### src/hdl/pfc_pkg.sv
// constants for the parallel flash host controller: apb map, flash commands, status bits, timing
// assumes a byte-wide flash with active-low strobes and a 200 MHz system clock
package pfc_pkg;
	localparam int          ADDR_W          = 19;
	localparam int          DATA_W          = 8;
	localparam int          PADDR_W         = 12;
	localparam int          CNT_W           = 8;

	// apb register offsets
	localparam logic [11:0] REG_CTRL        = 12'h000;
	localparam logic [11:0] REG_ADDR        = 12'h004;
	localparam logic [11:0] REG_WDATA       = 12'h008;
	localparam logic [11:0] REG_RDATA       = 12'h00c;
	localparam logic [11:0] REG_STATUS      = 12'h010;

	// ctrl and status fields
	localparam int          CTRL_OP_LSB     = 0;
	localparam int          OP_W            = 4;
	localparam int          ST_BUSY         = 0;
	localparam int          ST_FAIL         = 1;
	localparam int          ST_ID_MODE      = 2;
	localparam int          ST_SUSPENDED    = 3;
	localparam int          ST_SECTOR_LSB   = 4;

	// sector select from the top address bits
	localparam int          SECTOR_LSB      = 16;
	localparam int          SECTOR_W        = 3;

	// flash status bits on the data lines, and the address bit held low for high-voltage id
	localparam int          DATA_POLL_BIT   = 7;
	localparam int          TOGGLE_FLAG_BIT = 6;
	localparam int          FAIL_FLAG_BIT   = 5;
	localparam int          SECOND_ADDR_BIT = 1;

	// command cycle addresses and data
	localparam logic [18:0] UNLOCK_ADDR1    = 19'h00555;
	localparam logic [18:0] UNLOCK_ADDR2    = 19'h002aa;
	localparam logic [7:0]  UNLOCK_DATA1    = 8'haa;
	localparam logic [7:0]  UNLOCK_DATA2    = 8'h55;
	localparam logic [7:0]  CMD_ID_ENTER    = 8'h90;
	localparam logic [7:0]  CMD_RESET       = 8'hf0;
	localparam logic [7:0]  CMD_PROGRAM     = 8'ha0;
	localparam logic [7:0]  CMD_ERASE_SETUP = 8'h80;
	localparam logic [7:0]  CMD_CHIP_ERASE  = 8'h10;
	localparam logic [7:0]  CMD_SECT_ERASE  = 8'h30;
	localparam logic [7:0]  CMD_SUSPEND     = 8'hb0;
	localparam logic [7:0]  CMD_RESUME      = 8'h30;

	// operations launched through ctrl
	typedef enum logic [3:0] {
		OP_READ       = 4'h0,
		OP_WRITE      = 4'h1,
		OP_RESET      = 4'h2,
		OP_ID_ENTER   = 4'h3,
		OP_PROGRAM    = 4'h4,
		OP_SECT_ERASE = 4'h5,
		OP_CHIP_ERASE = 4'h6,
		OP_SUSPEND    = 4'h7,
		OP_RESUME     = 4'h8,
		OP_HV_ID      = 4'h9
	} pfc_op_t;

	// bus timing
	localparam int          CLK_NS          = 5;
	localparam int          PULSE_NS        = 100;
	localparam int          GAP_NS          = 40;
	localparam int          PULSE_CYC       = (PULSE_NS + CLK_NS - 1) / CLK_NS;
	localparam int          GAP_CYC         = (GAP_NS + CLK_NS - 1) / CLK_NS;
endpackage : pfc_pkg

### src/hdl/pfc_top.sv
// host controller for a byte-wide parallel flash, driven by software over apb
// assumes the flash pins are synchronous to CLK_SYS and the bench resolves the data wire
// Functional notes
// (RL1) sector is address bits 18..16, 64K each
// (RL2) read: ce, oe low, we high
// (RL3) flash floats data when ce or oe high
// (RL4) command write: we, ce low, oe high
// (RL5) address latched at later falling strobe
// (RL6) data latched at earlier rising strobe
// (RL7) flash starts in read-array mode
// (RL8) flash returns to read-array after operation
// (RL9) suspend halts erase, settles, then reads
// (RL10) suspended erase sector reads give status
// (RL11) program allowed during erase suspend
// (RL12) on failure, host sends reset before reads
// (RL13) id sequence enters identification mode
// (RL14) id reads repeat without new sequence
// (RL15) lowest address bit picks maker/device code
// (RL16) host writes reset to leave id mode
// (RL17) high-voltage bit nine gives id mode
// (RL18) host writes only defined command sequences; OP_WRITE sends any single byte at any address
// (RL19) operation starts only after full sequence
// (RL20) completion seen through poll and toggle bits
// (RL21) id entry: aa/555, 55/2aa, 90/555
// (RL22) f0 anywhere is the reset command
// (RL23) reset ignored during a running operation
// (RL24) toggle alternates while busy, bit five fails
// (RL25) operation durations are flash parameters
`timescale 1ns/1ps
`default_nettype none
module pfc_top #(
	parameter int PULSE = pfc_pkg::PULSE_CYC,
	parameter int GAP   = pfc_pkg::GAP_CYC
) (
	// clock and reset
	input  wire logic        CLK_SYS,
	input  wire logic        RST_N,
	// apb slave
	input  wire logic        PSEL,
	input  wire logic        PENABLE,
	input  wire logic        PWRITE,
	input  wire logic [11:0] PADDR,
	input  wire logic [31:0] PWDATA,
	output logic [31:0]      PRDATA,
	output logic             PREADY,
	output logic             PSLVERR,
	// flash pins
	output logic [18:0]      FL_ADDR,
	input  wire logic [7:0]  FL_DQ_I,
	output logic [7:0]       FL_DQ_O,
	output logic             FL_DQ_OE,
	output logic             FL_CE_N,
	output logic             FL_OE_N,
	output logic             FL_WE_N,
	output logic             FL_ID_HV
);
	typedef enum logic [3:0] {
		S_IDLE   = 4'b0001,
		S_CYC    = 4'b0010,
		S_POLL   = 4'b0100,
		S_FAILRS = 4'b1000
	} pfc_st_t;

	typedef struct packed {
		logic        wr;
		logic        hv;
		logic [18:0] a;
		logic [7:0]  d;
	} pfc_step_t;

	typedef struct packed {
		pfc_st_t         st;
		pfc_pkg::pfc_op_t op;
		logic [2:0]      step;
		logic [18:0]     addr;
		logic [7:0]      wdata;
		logic [7:0]      rdata;
		logic            fail;
		logic            id_mode;
		logic            suspended;
		logic            have_prev;
		logic            prev_tog;
		logic            start;
		pfc_step_t       cyc;
		logic [31:0]     prdata;
		logic            pready;
		logic            pslverr;
	} pfc_top_st_t;

	pfc_top_st_t s;
	pfc_top_st_t next_s;
	logic        cyc_done;
	logic [7:0]  cyc_rdata;

	function automatic logic [2:0] op_len(input pfc_pkg::pfc_op_t op);
		case (op)
			pfc_pkg::OP_ID_ENTER:   op_len = 3'd3;
			pfc_pkg::OP_PROGRAM:    op_len = 3'd4;
			pfc_pkg::OP_SECT_ERASE: op_len = 3'd6;
			pfc_pkg::OP_CHIP_ERASE: op_len = 3'd6;
			default:                op_len = 3'd1;
		endcase
	endfunction : op_len

	// every sequence the host emits is a defined one, except OP_WRITE, which sends any byte from software, and an undefined op code, which sends a lone aa/555 [RL18]
	function automatic pfc_step_t op_step(input pfc_pkg::pfc_op_t op, input logic [2:0] k,
		input logic [18:0] a, input logic [7:0] d);
		op_step = '{wr: 1'b1, hv: 1'b0, a: a, d: d};
		case (op)
			pfc_pkg::OP_READ:
				op_step.wr = 1'b0;
			pfc_pkg::OP_HV_ID:
			begin
				op_step.wr                         = 1'b0;
				op_step.hv                         = 1'b1; // [RL17]
				op_step.a[pfc_pkg::SECOND_ADDR_BIT] = 1'b0; // [RL17]
			end
			pfc_pkg::OP_RESET:   op_step.d = pfc_pkg::CMD_RESET; // [RL22]
			pfc_pkg::OP_SUSPEND: op_step.d = pfc_pkg::CMD_SUSPEND; // [RL9]
			pfc_pkg::OP_RESUME:  op_step.d = pfc_pkg::CMD_RESUME;
			pfc_pkg::OP_WRITE:   op_step.d = d;
			default:
				// unlock pair, command, and for erase a second unlock pair [RL21]
				case (k)
					3'd0, 3'd3:
						if (!(k == 3'd3 && op == pfc_pkg::OP_PROGRAM))
						begin
							op_step.a = pfc_pkg::UNLOCK_ADDR1;
							op_step.d = pfc_pkg::UNLOCK_DATA1;
						end
					3'd1, 3'd4:
					begin
						op_step.a = pfc_pkg::UNLOCK_ADDR2;
						op_step.d = pfc_pkg::UNLOCK_DATA2;
					end
					3'd2:
					begin
						op_step.a = pfc_pkg::UNLOCK_ADDR1;
						op_step.d = (op == pfc_pkg::OP_ID_ENTER) ? pfc_pkg::CMD_ID_ENTER :
							(op == pfc_pkg::OP_PROGRAM) ? pfc_pkg::CMD_PROGRAM : pfc_pkg::CMD_ERASE_SETUP;
					end
					default:
						if (op == pfc_pkg::OP_CHIP_ERASE)
						begin
							op_step.a = pfc_pkg::UNLOCK_ADDR1;
							op_step.d = pfc_pkg::CMD_CHIP_ERASE;
						end
						else
							op_step.d = pfc_pkg::CMD_SECT_ERASE; // sector from addr [RL1]
				endcase
		endcase
	endfunction : op_step

	logic                apb_acc;
	logic                apb_setup;
	logic                launch;
	logic                tog;
	pfc_pkg::pfc_op_t    wr_op;

	always_comb
	begin
		next_s        = s;
		next_s.start  = 1'b0;
		apb_setup     = PSEL & ~PENABLE;
		apb_acc       = PSEL & PENABLE & s.pready;
		wr_op         = pfc_pkg::pfc_op_t'(PWDATA[pfc_pkg::CTRL_OP_LSB +: pfc_pkg::OP_W]);
		launch        = apb_acc & PWRITE & (PADDR == pfc_pkg::REG_CTRL) & (s.st == S_IDLE);
		tog           = cyc_rdata[pfc_pkg::TOGGLE_FLAG_BIT];

		// zero-wait apb: answer formed in setup, shown in access
		next_s.pready  = apb_setup;
		next_s.pslverr = 1'b0;
		if (apb_setup)
		begin
			next_s.prdata = '0;
			case (PADDR)
				pfc_pkg::REG_CTRL:   next_s.prdata[pfc_pkg::OP_W-1:0] = s.op;
				pfc_pkg::REG_ADDR:   next_s.prdata[18:0] = s.addr;
				pfc_pkg::REG_WDATA:  next_s.prdata[7:0]  = s.wdata;
				pfc_pkg::REG_RDATA:  next_s.prdata[7:0]  = s.rdata;
				pfc_pkg::REG_STATUS:
				begin
					next_s.prdata[pfc_pkg::ST_BUSY]      = (s.st != S_IDLE);
					next_s.prdata[pfc_pkg::ST_FAIL]      = s.fail;
					next_s.prdata[pfc_pkg::ST_ID_MODE]   = s.id_mode;
					next_s.prdata[pfc_pkg::ST_SUSPENDED] = s.suspended;
					next_s.prdata[pfc_pkg::ST_SECTOR_LSB +: pfc_pkg::SECTOR_W] =
						s.addr[pfc_pkg::SECTOR_LSB +: pfc_pkg::SECTOR_W]; // [RL1]
				end
				default:             next_s.pslverr = 1'b1;
			endcase
		end
		// address and data hold still while an operation runs
		if (apb_acc & PWRITE & (s.st == S_IDLE))
		begin
			if (PADDR == pfc_pkg::REG_ADDR)
				next_s.addr = PWDATA[18:0];
			if (PADDR == pfc_pkg::REG_WDATA)
				next_s.wdata = PWDATA[7:0];
		end

		case (s.st)
			S_IDLE:
				if (launch)
				begin
					next_s.op    = wr_op;
					next_s.step  = 3'd0;
					next_s.fail  = 1'b0;
					next_s.cyc   = op_step(wr_op, 3'd0, s.addr, s.wdata);
					next_s.start = 1'b1;
					next_s.st    = S_CYC;
				end
			S_CYC:
				if (cyc_done)
				begin
					if (s.step != op_len(s.op) - 3'd1)
					begin
						next_s.step  = s.step + 3'd1;
						next_s.cyc   = op_step(s.op, s.step + 3'd1, s.addr, s.wdata);
						next_s.start = 1'b1;
					end
					else
					begin
						next_s.st = S_IDLE;
						case (s.op)
							pfc_pkg::OP_READ, pfc_pkg::OP_HV_ID:
								next_s.rdata = cyc_rdata; // [RL14] [RL15]
							pfc_pkg::OP_ID_ENTER:
								next_s.id_mode = 1'b1; // [RL13]
							pfc_pkg::OP_RESET:
								next_s.id_mode = 1'b0; // [RL16]
							pfc_pkg::OP_PROGRAM, pfc_pkg::OP_SECT_ERASE, pfc_pkg::OP_CHIP_ERASE,
							pfc_pkg::OP_SUSPEND, pfc_pkg::OP_RESUME:
							begin
								// full sequence sent, now poll until the flash settles [RL19] [RL20]
								next_s.suspended = (s.op == pfc_pkg::OP_SUSPEND) |
									(s.suspended & (s.op == pfc_pkg::OP_PROGRAM)); // [RL9] [RL11]
								next_s.have_prev = 1'b0;
								next_s.cyc       = '{wr: 1'b0, hv: 1'b0, a: s.addr, d: s.wdata};
								next_s.start     = 1'b1;
								next_s.st        = S_POLL;
							end
							default: ;
						endcase
					end
				end
			S_POLL:
				if (cyc_done)
				begin
					next_s.rdata = cyc_rdata;
					if (s.have_prev && tog == s.prev_tog)
						next_s.st = S_IDLE; // toggle stopped [RL8] [RL24]
					else if (s.have_prev && cyc_rdata[pfc_pkg::FAIL_FLAG_BIT] && s.rdata[pfc_pkg::FAIL_FLAG_BIT])
					begin
						// toggling, fail bit up on two reads running: only now is reset accepted [RL12] [RL23]
						next_s.fail  = 1'b1;
						next_s.cyc   = '{wr: 1'b1, hv: 1'b0, a: s.addr, d: pfc_pkg::CMD_RESET};
						next_s.start = 1'b1;
						next_s.st    = S_FAILRS;
					end
					else
					begin
						next_s.have_prev = 1'b1;
						next_s.prev_tog  = tog; // [RL24]
						next_s.start     = 1'b1;
					end
				end
			S_FAILRS:
				if (cyc_done)
				begin
					next_s.id_mode = 1'b0; // [RL12]
					next_s.st      = S_IDLE;
				end
			default:
				next_s.st = S_IDLE;
		endcase
	end

	always_ff @(posedge CLK_SYS or negedge RST_N)
	begin
		if (!RST_N)
		begin
			s    <= '0;
			s.st <= S_IDLE;
			s.op <= pfc_pkg::OP_READ;
		end
		else
			s <= next_s;
	end

	// the cycle engine floats data whenever it is not writing [RL3]
	pfc_cyc #(
		.PULSE (PULSE),
		.GAP   (GAP)
	) u_cyc (
		.clk      (CLK_SYS),
		.rst_n    (RST_N),
		.start    (s.start),
		.wr       (s.cyc.wr),
		.hv       (s.cyc.hv),
		.addr     (s.cyc.a),
		.wdata    (s.cyc.d),
		.done     (cyc_done),
		.rdata    (cyc_rdata),
		.fl_addr  (FL_ADDR),
		.fl_dq_i  (FL_DQ_I),
		.fl_dq_o  (FL_DQ_O),
		.fl_dq_oe (FL_DQ_OE),
		.fl_ce_n  (FL_CE_N),
		.fl_oe_n  (FL_OE_N),
		.fl_we_n  (FL_WE_N),
		.fl_hv    (FL_ID_HV)
	);

	assign PRDATA  = s.prdata;
	assign PREADY  = s.pready;
	assign PSLVERR = s.pslverr;
endmodule : pfc_top
`default_nettype wire

### src/hdl/pfc_cyc.sv
// one flash bus cycle: read or write, with strobe and gap timing
// assumes start is a one-cycle pulse given only while idle
`timescale 1ns/1ps
`default_nettype none
module pfc_cyc #(
	parameter int PULSE = pfc_pkg::PULSE_CYC,
	parameter int GAP   = pfc_pkg::GAP_CYC
) (
	// clock and reset
	input  wire logic        clk,
	input  wire logic        rst_n,
	// request
	input  wire logic        start,
	input  wire logic        wr,
	input  wire logic        hv,
	input  wire logic [18:0] addr,
	input  wire logic [7:0]  wdata,
	output logic             done,
	output logic [7:0]       rdata,
	// flash pins
	output logic [18:0]      fl_addr,
	input  wire logic [7:0]  fl_dq_i,
	output logic [7:0]       fl_dq_o,
	output logic             fl_dq_oe,
	output logic             fl_ce_n,
	output logic             fl_oe_n,
	output logic             fl_we_n,
	output logic             fl_hv
);
	typedef enum logic [4:0] {
		P_IDLE   = 5'b00001,
		P_SETUP  = 5'b00010,
		P_STROBE = 5'b00100,
		P_HOLD   = 5'b01000,
		P_GAP    = 5'b10000
	} pfc_ph_t;

	typedef struct packed {
		pfc_ph_t     ph;
		logic [7:0]  cnt;
		logic        wr;
		logic [18:0] addr;
		logic [7:0]  dq_o;
		logic        dq_oe;
		logic        ce_n;
		logic        oe_n;
		logic        we_n;
		logic        hv;
		logic [7:0]  rdata;
		logic        done;
	} pfc_cyc_st_t;

	pfc_cyc_st_t s;
	pfc_cyc_st_t next_s;

	always_comb
	begin
		next_s      = s;
		next_s.done = 1'b0;
		case (s.ph)
			P_IDLE:
				if (start)
				begin
					// address is set on the same edge that ce falls, and the strobe falls one cycle later [RL5]
					next_s.wr    = wr;
					next_s.addr  = addr;
					next_s.dq_o  = wdata;
					next_s.dq_oe = wr;
					next_s.hv    = hv;
					next_s.ce_n  = 1'b0;
					next_s.ph    = P_SETUP;
				end
			P_SETUP:
			begin
				// write keeps output drive high, read keeps write strobe high [RL2] [RL4]
				next_s.we_n = ~s.wr;
				next_s.oe_n = s.wr;
				next_s.cnt  = 8'(PULSE - 1);
				next_s.ph   = P_STROBE;
			end
			P_STROBE:
				if (s.cnt == '0)
				begin
					next_s.we_n = 1'b1;
					next_s.oe_n = 1'b1;
					if (!s.wr)
						next_s.rdata = fl_dq_i; // [RL2]
					next_s.ph = P_HOLD;
				end
				else
					next_s.cnt = s.cnt - 8'h01;
			P_HOLD:
			begin
				// data stays driven past the we rise, ce rises one cycle later [RL6]
				next_s.ce_n  = 1'b1;
				next_s.dq_oe = 1'b0;
				next_s.hv    = 1'b0;
				next_s.cnt   = 8'(GAP - 1);
				next_s.ph    = P_GAP;
			end
			P_GAP:
				if (s.cnt == '0)
				begin
					next_s.done = 1'b1;
					next_s.ph   = P_IDLE;
				end
				else
					next_s.cnt = s.cnt - 8'h01;
			default:
				next_s.ph = P_IDLE;
		endcase
	end

	always_ff @(posedge clk or negedge rst_n)
	begin
		if (!rst_n)
		begin
			s      <= '0;
			s.ph   <= P_IDLE;
			s.ce_n <= 1'b1;
			s.oe_n <= 1'b1;
			s.we_n <= 1'b1;
		end
		else
			s <= next_s;
	end

	assign done     = s.done;
	assign rdata    = s.rdata;
	assign fl_addr  = s.addr;
	assign fl_dq_o  = s.dq_o;
	assign fl_dq_oe = s.dq_oe;
	assign fl_ce_n  = s.ce_n;
	assign fl_oe_n  = s.oe_n;
	assign fl_we_n  = s.we_n;
	assign fl_hv    = s.hv;
endmodule : pfc_cyc
`default_nettype wire

### config.mk
export PLATFORM = sky130hd
export DESIGN_NAME = pfc_top
export DESIGN_NICKNAME = d
export VERILOG_FILES = /design/src/hdl/pfc_pkg.sv /design/src/hdl/pfc_top.sv /design/src/hdl/pfc_cyc.sv
export SDC_FILE = /design/constraint.sdc
export NUM_CORES = 1
export LEC_CHECK = 0
export BUFFER_PORTS_ARGS = -buffer_cell sky130_fd_sc_hd__buf_2
export CAP_MARGIN = 20
export CORE_MARGIN = 2
export CORE_UTILIZATION = 58
export DETAILED_ROUTE_END_ITERATION = 6
export HOLD_SLACK_MARGIN = 0.03
export PLACE_DENSITY = 0.83
export REMOVE_ABC_BUFFERS = 1
export SYNTH_ARGS = -nofsm -noshare
export SYNTH_HDL_FRONTEND = slang
export SYNTH_HIERARCHICAL = 1
export SYNTH_SLANG_ARGS = --single-unit
### constraint.sdc
create_clock -name CLK_SYS -period 4.8 [get_ports CLK_SYS]
set_input_delay 0.72 -clock CLK_SYS [delete_from_list [all_inputs] [get_ports CLK_SYS]]
set_output_delay 0.72 -clock CLK_SYS [all_outputs]
set_load 0.005 [all_outputs]
==> results of run 1 <==
==> per-stage QoR <==
| stage | power (mW) | hold WS (ps) | area, µm² | util (%) | cells |
|---|---|---|---|---|---|
| 5_1_grt | 2.812 | 411.0 | 9185 | 63.92 | 1056 |
| 6_report | 2.727 | 340.8 | 9185 | 63.92 | 1056 |
| 3_5_place_dp | 1.452 | 451.6 | 8620 | 59.99 | 1023 |
| 2_1_floorplan | 1.385 | 424.4 | 7782 | - | 727 |
| 4_1_cts | 2.746 | 372.8 | 9180 | 63.89 | 1055 |
| 3_3_place_gp | 1.450 | 446.8 | 8612 | 59.94 | 1022 |
==> final cells by class <==
cell class	count	area, µm²
fillers	1115	5184
flip-flops and latches	157	3935
multi-input cells	554	3787
repair buffers	113	611.8
clock buffers	23	447.9
well taps	184	230.2
clock inverters	9	112.6
inverters	16	60.06
==> per-layer routing <==
| layer | GRT usage (%) | wire length, µm |
|---|---|---|
| met5 | 0 | 0 |
| met4 | 13.42 | 719 |
| met3 | 4.510 | 1384 |
| met2 | 41.95 | 9676 |
| met1 | 38.40 | 8948 |
==> power by group through the flow <==
stage	clock (mW)	combinational, mW	sequential, mW
2_1_floorplan	0	0.0258	1.36
3_3_place_gp	0	0.0893	1.36
3_5_place_dp	0	0.0913	1.36
4_1_cts	1.32	0.0918	1.34
5_1_grt	1.37	0.103	1.34
6_report	1.30	0.0902	1.34
==> registers in the layout, indices dropped and copies added, names as in the netlist <==
register and count:
u_cyc/fl_dq_o 8, PREADY 1, PRDATA 19, u_cyc/rdata 8
u_cyc/fl_oe_n 1, u_cyc/fl_addr 19, u_cyc/fl_ce_n 1, s 81
u_cyc/fl_we_n 1, u_cyc/s 14, PSLVERR 1, u_cyc/done 1
u_cyc/fl_dq_oe 1, u_cyc/fl_hv 1
==> worst max path at each step <==
stage | startpoint | to | slack [ps] | depth (start not counted)
2_1_floorplan | s[109] | s[45] | 1330 | 10
3_3_place_gp | s[108] | s[55] | 1090 | 11
3_5_place_dp | s[108] | s[53] | 1010 | 11
4_1_cts | s[108] | s[53] | 990 | 11
5_1_grt | s[108] | s[54] | 680 | 11
6_report | s[108] | s[57] | 920 | 11
==> Yosys cell counts, drive strengths merged (4+ instances only) <==
| master | count |
|---|---|
| a21o | 5 |
| a211oi | 8 |
| a21oi | 34 |
| a31oi | 22 |
| nand3 | 18 |
| nand3b | 5 |
| xnor2 | 5 |
| nand2b | 9 |
| a22o | 5 |
| mux2 | 76 |
| nor4 | 9 |
| nor3 | 20 |
| nor2 | 51 |
| dfrtp | 152 |
| mux2i | 6 |
| or3 | 7 |
| buf | 81 |
| nand2 | 78 |
| o21a | 4 |
| and2 | 4 |
| inv | 15 |
| a22oi | 13 |
| o21ai | 45 |
| or2 | 9 |
| ha | 8 |
| nor4b | 10 |
| clkbuf | 29 |
| and3 | 7 |
| or4b | 5 |
| xor2 | 6 |
| a2111oi | 5 |
| o211ai | 4 |
| nor2b | 7 |
| a221oi | 4 |
| nand4 | 5 |
| o22a | 7 |
| dfstp | 5 |
==> cell families (layout without fill, tap and decap cells) <==
| logic type | after synthesis | count (layout) | synth area share (%) |
|---|---|---|---|
| adders and majority gates | 9 | 9 | 1.304 |
| other | 1 | 13 | 0.04440 |
| muxes | 82 | 82 | 10.84 |
| DFF | 157 | 157 | 46.59 |
| xor gates and xnor gates | 11 | 11 | 1.141 |
| and+or+nand+nor | 258 | 258 | 16.44 |
| AOI/OAI and AO/OA | 181 | 181 | 14.53 |
| buffers and inverters | 126 | 161 | 9.109 |
==> placed cells by master, fill, tap and decap left out, types with 6 or more instances in the layout <==
master / Yosys / final
nand2b_1: 9 / 9
a21oi_1: 33 / 33
nand2_1: 77 / 77
or3_1: 7 / 7
or2_2: 6 / 6
buf_4: 67 / 16
xor2_1: 6 / 6
nor3_1: 16 / 16
and3_1: 7 / 7
mux2_2: 76 / 76
dfrtp_1: 152 / 152
clkbuf_1: 29 / 6
o21ai_0: 42 / 42
nor2_1: 50 / 50
clkbuf_16: 0 / 17
a31oi_1: 22 / 22
conb_1: 1 / 13
nor4b_1: 9 / 9
nand3_1: 18 / 18
nor2b_1: 7 / 7
o22a_1: 7 / 7
ha_1: 8 / 8
buf_2: 9 / 95
a22oi_1: 13 / 13
mux2i_1: 6 / 6
nor4_1: 8 / 8
a211oi_1: 8 / 8
inv_1: 15 / 15
==> out/metrics.csv, run 1 <==
stage,metric,value,unit
sta,slew margin rel.,36.19,%
worst_setup_path,Critical R2R Capture,s[57],
floorplanning,Die Span X,124.7,µm
cts,CTS Hold Bufs,0,
floorplanning,IO Pins,123,
cts,Worst-path clk slew,60,ps
sta,Final Setup Violations,0,
flow_run,MaxCap Viol Count,0,
worst_setup_path,family with the most delay on the worst path,simple AND/OR/NAND/NOR gates,
worst_setup_path,worst path arrival time,4160,ps
route,drt drc,0,
power_and_ir_drop,Switching Fraction,22.01,%
global_route,grt total ovfl,0,
synth,"EDFF count, synth",0,
synth,Async SR Flop Fraction,100.0,%
power_and_ir_drop,Max VDD drop,297.4,µV
synth,Synth area leader,dfrtp_1,
global_route,first-pass GRT wire length,33850,µm
worst_setup_path,r2r setup slk,920,ps
cts,Max Root-Sink Buffers,2,
route,Antenna Nets Post-Route,0,
placed_design,routability congestion estimate,0.9441,
cts,CTS tree,done,
route,Pre-Repair DR Iteration Count,6,
sta,RSZ-0062 raised after global routing,false,
synth,top-area cell type share of the netlist area,45.03,%
synth,Yosys reg bits,157,
floorplanning,row count,44,
sta,setup total negative slack,0,ps
synth,average cell area after synthesis,10.24,µm²
route,WL/cell,19.63,µm
global_route,GRT Resource Usage Total,27.48,%
sta,final hold violations,0,
synth,"top cells by area, synth","dfrtp_1, mux2_2, buf_4",
power_and_ir_drop,leakage,4.421,nW
sta,Layout Skew,9.419,ps
worst_setup_path,Reg2Reg Depth,11,
worst_setup_path,Critical-path top delay cell,or4b_1,
worst_setup_path,critical path class,register to register,
cts,CTS sink count,157,
power_and_ir_drop,Internal,2.127,mW
worst_setup_path,CP Cell Sequence,nor2b_1 -> a22oi_1 -> or2_2 -> ha_1 -> xnor2_1 -> a2111oi_4 -> or4b_1 -> and3_1 -> buf_4 -> nand2_1 -> o21ai_0,
placed_design,I/O Buffers,96,
sta,fmax,257.5,MHz
power_and_ir_drop,clock power share,47.7,%
floorplanning,core area,14370,µm²
finish,share of cells above drive strength 1,28.21,%
synth,Post-Syn Area,8447,µm²
cts,setup bufs post-CTS,0,
sta,PnR worst setup slack,916.6,ps
finish,diodes inserted,0,
placed_design,dpl ws,1012,ps
synth,synth unique cells,80,
route,routed wire length,20730,µm
worst_setup_path,worst-path fanout max,25,
global_route,initial antenna violation count,0,
synth,dominant synthesized flop cell,dfrtp_1,
floorplanning,Initial Util,58.79,%
finish,area growth from synthesis to layout,8.739,%
cts,CTS Root Cell,clkbuf_16,
worst_setup_path,Setup crit start kind,register,
global_route,largest net degree at the start of global routing,85,
route,total number of vias,6605,
route,starting DRC count in detailed routing,608,
power_and_ir_drop,switching power total,600.2,µW
synth,cells after synthesis,825,
power_and_ir_drop,sequential share of power,49.0,%
worst_setup_path,CP Data Required Time,5080,ps
worst_setup_path,crit end category,register,
synth,Synthesis Warnings,6,
run_status,status,"complete, no violations",
power_and_ir_drop,Comb pwr share,3.3,%
worst_setup_path,CP max stage delay,540,ps
cts,Worst-Skew Late Latency,430,ps
sta,pin slew with the least headroom to its limit,943.8,ps
sta,minimum clock period,3883,ps
synth,sequential area share after synthesis,46.59,%
floorplanning,total die area,15550,µm²
sta,Tcrit/Tclk final,80.90,%
placed_design,DP Wirelength,14660,µm
sta,"Slew Viols, Final",0,
global_route,number of global-route vias before repair,6294,
worst_hold_path,HP Class,input port to async pin,
power_and_ir_drop,pwr dens,296.9,nW/µm²
worst_setup_path,sum of buffers and inverters on the critical path,1,
finish,Final #Nets,924,
worst_setup_path,Critical R2R Launch,s[108],
cts,post-cts resize count,0,
floorplanning,Die Y-Extent,124.7,µm
route,vias per cell,6.255,
cts,H-tree levels,4,
cts,CTS Buf Count,17,
No activity file was read; power rests on OpenSTA's default activity.
==> inputs of run 2 (changes only) <==
- clock period: 4.8 -> 3.9 ns (I/O delays scaled with it)
==> run 2 against run 1 <==
Against the previous run: worst hold slack got worse by 220 ps; routed wire length fell by 1.3%; sequential power rose by 23%; critical path type unchanged; largest power group unchanged.
==> out/metrics.csv, run 2 (same netlist as run 1, synthesis figures left out) <==
stage,metric,value,unit,change
sta,"Slew Viols, Final",0,,unchanged
placed_design,I/O Buffers,96,,unchanged
flow_run,MaxCap Viol Count,0,,unchanged
worst_setup_path,critical path class,register to register,,unchanged
power_and_ir_drop,switching power total,728.2,µW,was 600.2 µW
power_and_ir_drop,clock power share,47.2,%,was 47.7%
sta,final hold violations,0,,unchanged
power_and_ir_drop,Internal,2.599,mW,was 2.127 mW
finish,most frequent cells in the layout,"dfrtp_1, buf_2, nand2_1, mux2_2, nor2_1",,unchanged
cts,H-tree levels,4,,unchanged
worst_setup_path,crit end category,register,,unchanged
sta,slew margin rel.,23.24,%,was 36.19%
route,WL/cell,19.24,µm,was 19.63 µm
power_and_ir_drop,leakage,4.466,nW,was 4.421 nW
global_route,initial antenna violation count,0,,unchanged
sta,RSZ-0062 raised after global routing,false,,unchanged
cts,setup bufs post-CTS,0,,unchanged
sta,fmax,282.3,MHz,was 257.5 MHz
route,routed wire length,20460,µm,was 20730 µm
cts,CTS sink count,157,,unchanged
route,vias per cell,6.183,,was 6.255
floorplanning,core area,14370,µm²,unchanged
finish,Final #Nets,932,,was 924
power_and_ir_drop,final total power,3.328,mW,was 2.727 mW
cts,post-cts resize count,0,,unchanged
finish,diodes inserted,0,,unchanged
power_and_ir_drop,sequential share of power,49.5,%,was 49.0%
power_and_ir_drop,Comb pwr share,3.4,%,was 3.3%
worst_setup_path,Critical R2R Launch,s[107],,was s[108]
finish,fin util,64.45,%,was 63.92%
placed_design,DP Wirelength,14580,µm,was 14660 µm
floorplanning,row count,44,,unchanged
global_route,largest net degree at the start of global routing,101,,was 85
sta,Final Setup Violations,0,,unchanged
worst_setup_path,Setup crit start kind,register,,unchanged
run_status,status,"complete, no violations",,unchanged
worst_setup_path,worst-path fanout max,13,,was 25
floorplanning,IO Pins,123,,unchanged
worst_setup_path,r2r setup slk,360,ps,was 920 ps
cts,Worst-path clk slew,60,ps,about the same
route,Pre-Repair DR Iteration Count,6,,unchanged
global_route,GRT Resource Usage Total,27.02,%,was 27.48%
cts,CTS tree,done,,unchanged
route,drt drc,0,,unchanged
finish,max reg flops,81,,unchanged
worst_setup_path,worst path arrival time,3850,ps,was 4160 ps
sta,setup total negative slack,0,ps,unchanged
power_and_ir_drop,Switching Fraction,21.88,%,was 22.01%
cts,CTS Root Cell,clkbuf_16,,unchanged
worst_setup_path,CP Data Required Time,4210,ps,was 5080 ps
finish,Largest Register,s,,unchanged
worst_hold_path,HP Class,input port to async pin,,unchanged
worst_setup_path,Critical R2R Capture,s[46],,was s[57]
route,starting DRC count in detailed routing,699,,was 608
cts,CTS Buf Count,17,,unchanged
global_route,grt total ovfl,0,,unchanged
global_route,first-pass GRT wire length,33640,µm,was 33850 µm
cts,CTS Hold Bufs,0,,unchanged
sta,Tcrit/Tclk final,90.83,%,was 80.90%
sta,minimum clock period,3542,ps,was 3883 ps
cts,Max Root-Sink Buffers,2,,unchanged
route,Antenna Nets Post-Route,0,,unchanged
power_and_ir_drop,Max VDD drop,311.0,µV,was 297.4 µV
route,total number of vias,6573,,was 6605
finish,share of cells above drive strength 1,29.24,%,was 28.21%
sta,Layout Skew,8.599,ps,was 9.419 ps
finish,"leading cell type in the layout, fill and taps excluded",dfrtp_1,,unchanged
worst_setup_path,Reg2Reg Depth,10,,was 11
cts,Worst-Skew Late Latency,430,ps,about the same
floorplanning,Die Y-Extent,124.7,µm,unchanged
placed_design,routability congestion estimate,0.9504,,was 0.9441
finish,fill count,1100,,was 1115
floorplanning,Die Span X,124.7,µm,unchanged
sta,pin slew with the least headroom to its limit,1133,ps,was 943.8 ps
floorplanning,total die area,15550,µm²,unchanged
power_and_ir_drop,pwr dens,359.3,nW/µm²,was 296.9 nW/µm²
global_route,number of global-route vias before repair,6303,,was 6294
finish,area growth from synthesis to layout,9.628,%,was 8.739%
floorplanning,Initial Util,58.79,%,unchanged
run 2: cell types whose count changed in the layout (fill, tap and decap cells not counted):
| cell | delta |
|---|---|
| buf_4 | +8 |
| clkbuf_1 | -4 |
| clkbuf_8 | +3 |
| buf_12 | +1 |
| bufinv_16 | -1 |
| clkbuf_2 | -1 |
| clkinv_2 | +1 |
| clkinv_4 | -1 |
| clkinvlp_4 | +1 |
run 2: how the worst max path moves through the flow:
stage / startpoint / end / slack, ps / cells after the start
final: s[107] / s[46] / 360 / 10
after global routing: s[107] / s[51] / 200 / 11
after CTS: s[107] / s[44] / 390 / 10
after detailed placement: s[107] / s[46] / 430 / 10
after global placement: s[107] / s[52] / 480 / 10
after floorplan: s[109] / s[45] / 430 / 10
run 2: per-stage QoR:
stage               instances  area (µm²)  setup WS, ps  hold WS [ps]
floorplan                 727        7782         430.8         289.4
global placement         1032        8700         480.0         447.4
detailed placement       1032        8700         430.4         456.0
CTS                      1063        9260         389.5         140.4
global route             1063        9260         198.8         155.8
finish                   1063        9260         357.5         118.2
run 2: cell type report:
class	instances	area (µm²)	area share, %
inverter	16	60.06	0.6486
tap	184	230.2	2.486
clock inverter	9	86.33	0.9323
clock buffer	22	474.2	5.121
timing repair buffer	121	686.9	7.418
sequential	157	3935	42.49
multi-input combinational	554	3787	40.90
run 2: power groups by stage:
stage	clock (mW)	sequential (mW)	combinational (mW)
final	1.57	1.65	0.112
after global routing	1.67	1.65	0.128
after CTS	1.59	1.65	0.115
after detailed placement	0	1.67	0.113
after global placement	0	1.67	0.111
after floorplan	0	1.67	0.0317
run 2: layer usage:
metal	wire length (µm)	up-vias	track usage, %
li1	-	2992	-
met1	8811	3262	36.60
met2	9863	276	43.78
met3	1374	43	5.842
met4	407	0	8.394
met5	0	-	0
run 2: worst max-delay path: stages (launching register included):
cell       delay (ps)
dfrtp_1           470
nor2b_1           240
a22oi_1            90
or2_2             290
ha_1              330
xnor2_1           200
a2111oi_4         490
or4b_1            520
and3_1            330
buf_4             250
o22a_1            210
==> inputs of run 3 (changes only) <==
- CORE_UTILIZATION: 58 -> 52
- PLACE_DENSITY: 0.83 -> 0.79
- clock period: 3.9 -> 2.8 ns (I/O delays scaled with it)
==> run 3 against run 2 <==
Against the previous run: the flow now finishes with violations (negative setup slack); utilization shrank 1.2 points; via count grew 4.5%; critical path depth is the same; register-to-register slack lost 400 ps; non-clock buffer count grew 56; final cell count grew 8.4%; sequential share of layout area shrank 3.3 points; die area grew 11%; setup slack lost 400 ps; design area grew 8.5%; critical path type unchanged; largest cell class is now multi-input gates; largest power group is now the clock network; highest routed layer unchanged.
==> out/metrics.csv, run 3 (same netlist as run 1, synthesis figures left out) <==
stage,metric,value,unit,change
run_status,status,"finished, violations left",,"was complete, no violations"
run_status,failing checks,negative setup slack,,
floorplanning,Die Span X,131.5,µm,was 124.7 µm
cts,Worst-path clk slew,70,ps,was 60 ps
worst_setup_path,worst path arrival time,3160,ps,was 3850 ps
power_and_ir_drop,leakage,4.844,nW,was 4.466 nW
flow_run,MaxCap Viol Count,0,,unchanged
finish,Largest Register,s,,unchanged
sta,fmax,351.4,MHz,was 282.3 MHz
floorplanning,Die Y-Extent,131.5,µm,was 124.7 µm
finish,"leading cell type in the layout, fill and taps excluded",dfrtp_1,,unchanged
cts,H-tree levels,4,,unchanged
finish,Non-Filler Instances,1152,,was 1063
worst_setup_path,Setup crit start kind,register,,unchanged
power_and_ir_drop,pwr dens,484.9,nW/µm²,was 359.3 nW/µm²
floorplanning,IO Pins,123,,unchanged
worst_hold_path,HP Class,input port to register,,was input port to async pin
floorplanning,Initial Util,53.17,%,was 58.79%
global_route,largest net degree at the start of global routing,74,,was 101
cts,CTS tree,done,,unchanged
power_and_ir_drop,Max VDD drop,535.7,µV,was 311.0 µV
finish,diodes inserted,0,,unchanged
sta,setup total negative slack,-216.6,ps,was 0 ps
route,vias per cell,5.962,,was 6.183
sta,minimum clock period,2846,ps,was 3542 ps
cts,CTS Buf Count,17,,unchanged
route,total number of vias,6868,,was 6573
worst_setup_path,crit end category,register,,unchanged
worst_setup_path,Reg2Reg Depth,10,,unchanged
placed_design,placed insts,1115,,was 1032
route,drt drc,0,,unchanged
floorplanning,core area,15890,µm²,was 14370 µm²
placed_design,I/O Buffers,96,,unchanged
power_and_ir_drop,final total power,4.870,mW,was 3.328 mW
cts,CTS Root Cell,clkbuf_16,,unchanged
worst_setup_path,Critical R2R Launch,s[108],,was s[107]
worst_setup_path,CP max stage delay,530,ps,was 520 ps
sta,Layout Skew,9.950,ps,was 8.599 ps
worst_setup_path,CP Data Required Time,3110,ps,was 4210 ps
route,Antenna Nets Post-Route,0,,unchanged
route,starting DRC count in detailed routing,607,,was 699
sta,PnR worst setup slack,-45.78,ps,was 357.5 ps
placed_design,routability congestion estimate,0.9413,,was 0.9504
sta,"Slew Viols, Final",0,,unchanged
floorplanning,total die area,17280,µm²,was 15550 µm²
sta,pin slew with the least headroom to its limit,647.4,ps,was 1133 ps
worst_setup_path,critical path class,register to register,,unchanged
placed_design,DP Wirelength,15860,µm,was 14580 µm
worst_setup_path,Critical-path top delay cell,or4b_4,,was or4b_1
sta,RSZ-0062 raised after global routing,true,,was false
cts,CTS sink count,157,,unchanged
floorplanning,row count,46,,was 44
route,WL/cell,19.38,µm,was 19.24 µm
finish,fin util,63.22,%,was 64.45%
finish,most frequent cells in the layout,"dfrtp_1, buf_2, mux2_2, nand2_1, buf_4",,"was dfrtp_1, buf_2, nand2_1, mux2_2, nor2_1"
sta,WHS,221.2,ps,was 118.2 ps
cts,Worst-Skew Late Latency,430,ps,about the same
worst_setup_path,r2r setup slk,-50,ps,was 360 ps
placed_design,dpl cell area,9148,µm²,was 8700 µm²
finish,fill count,1229,,was 1100
worst_setup_path,CP Launch Point,s[108],,was s[107]
global_route,first-pass GRT wire length,35940,µm,was 33640 µm
global_route,GRT Resource Usage Total,26.32,%,was 27.02%
sta,Final Setup Violations,10,,was 0
finish,Final #Nets,988,,was 932
finish,post-route cell area,10040,µm²,was 9260 µm²
finish,area growth from synthesis to layout,18.90,%,was 9.628%
worst_setup_path,crit path to,s[50],,was s[46]
finish,max reg flops,81,,unchanged
sta,Tcrit/Tclk final,101.6,%,was 90.83%
worst_setup_path,CP Cell Sequence,xor2_1 -> a22oi_1 -> or2_4 -> ha_4 -> xnor2_4 -> a2111oi_4 -> or4b_4 -> and3_4 -> buf_6 -> o22a_1,,was nor2b_1 -> a22oi_1 -> or2_2 -> ha_1 -> xnor2_1 -> a2111oi_4 -> or4b_1 -> and3_1 -> buf_4 -> o22a_1
sta,final hold violations,0,,unchanged
route,Pre-Repair DR Iteration Count,5,,was 6
finish,share of cells above drive strength 1,36.97,%,was 29.24%
worst_setup_path,family with the most delay on the worst path,simple AND/OR/NAND/NOR gates,,unchanged
route,routed wire length,22320,µm,was 20460 µm
cts,Max Root-Sink Buffers,2,,unchanged
global_route,initial antenna violation count,0,,unchanged
global_route,number of global-route vias before repair,6655,,was 6303
global_route,grt total ovfl,0,,unchanged
worst_setup_path,worst-path fanout max,8,,was 13
placed_design,dpl ws,-344.7,ps,was 430.4 ps
worst_setup_path,Critical R2R Capture,s[50],,was s[46]
worst_setup_path,sum of buffers and inverters on the critical path,1,,unchanged
sta,slew margin rel.,56.58,%,was 23.24%
worst_setup_path,Worst path depth,10,,unchanged
run 3: cell types whose count changed in the layout (fill, tap and decap cells not counted), sizes merged:
cell / change
bufinv: +2
clkinvlp: -2
inv: +6
dlygate4sd3: +1
buf: +55
clkinv: -1
clkbuf: -4
run 3: how the worst min path moves through the flow:
| stage | startpoint | endpoint | slack, ps | depth (start not counted) |
|---|---|---|---|---|
| after floorplan | RST_N | PRDATA[0] | 120 | 0 |
| after global placement | RST_N | u_cyc/s[45] | 370 | 1 |
| after detailed placement | RST_N | u_cyc/s[47] | 370 | 1 |
| after CTS | PWDATA[16] | s[101] | 210 | 2 |
| after global routing | PWDATA[17] | s[102] | 210 | 2 |
| final | PWDATA[16] | s[101] | 220 | 2 |
run 3: what timing repair did:
action / in CTS / in global routing
setup endpoints to repair: 37 / 37
resized for setup: 24 / 36
cloned: 1 / 0
buffers inserted: 2 / 2
pin swaps: 8 / 9
hold buffers: 1 / 0
hold endpoints to repair: 38 / 0
run 3: worst reg2reg max path, delay by kind of cell, from the launching register on:
| family | cells | cell delay, ps |
|---|---|---|
| adder cells (fa/ha/maj) | 1 | 240 |
| XOR/XNOR | 2 | 300 |
| flip-flops | 1 | 410 |
| AND/OR/NAND/NOR | 3 | 1010 |
| AO/OA/AOI/OAI | 3 | 630 |
| buffers and inverters | 1 | 140 |
run 3: cell type report:
class                   instances  area [µm²]  area share [%]
multi-input cells             554        3971           39.54
flip-flops and latches        157        3935           39.18
repair buffers                177        1197           11.92
clock buffers                  18       429.2           4.273
well taps                     216       270.3           2.691
clock inverters                14       180.2           1.794
inverters                      16       60.06          0.5980
run 3: per-layer routing:
metal | track usage (%) | up-vias | wire length (µm)
met1 | 36.68 | 3420 | 9739
li1 | - | 3114 | -
met4 | 8.998 | 0 | 472
met2 | 40.61 | 295 | 10510
met3 | 6.173 | 39 | 1600
met5 | 0 | - | 0
run 3: where the power goes:
group	internal, mW	leakage, nW	switching, mW	total [mW]
combinational	0.0552	2.40	0.113	0.168
clock	1.43	0.304	0.986	2.41
sequential	2.28	2.14	0.00880	2.29
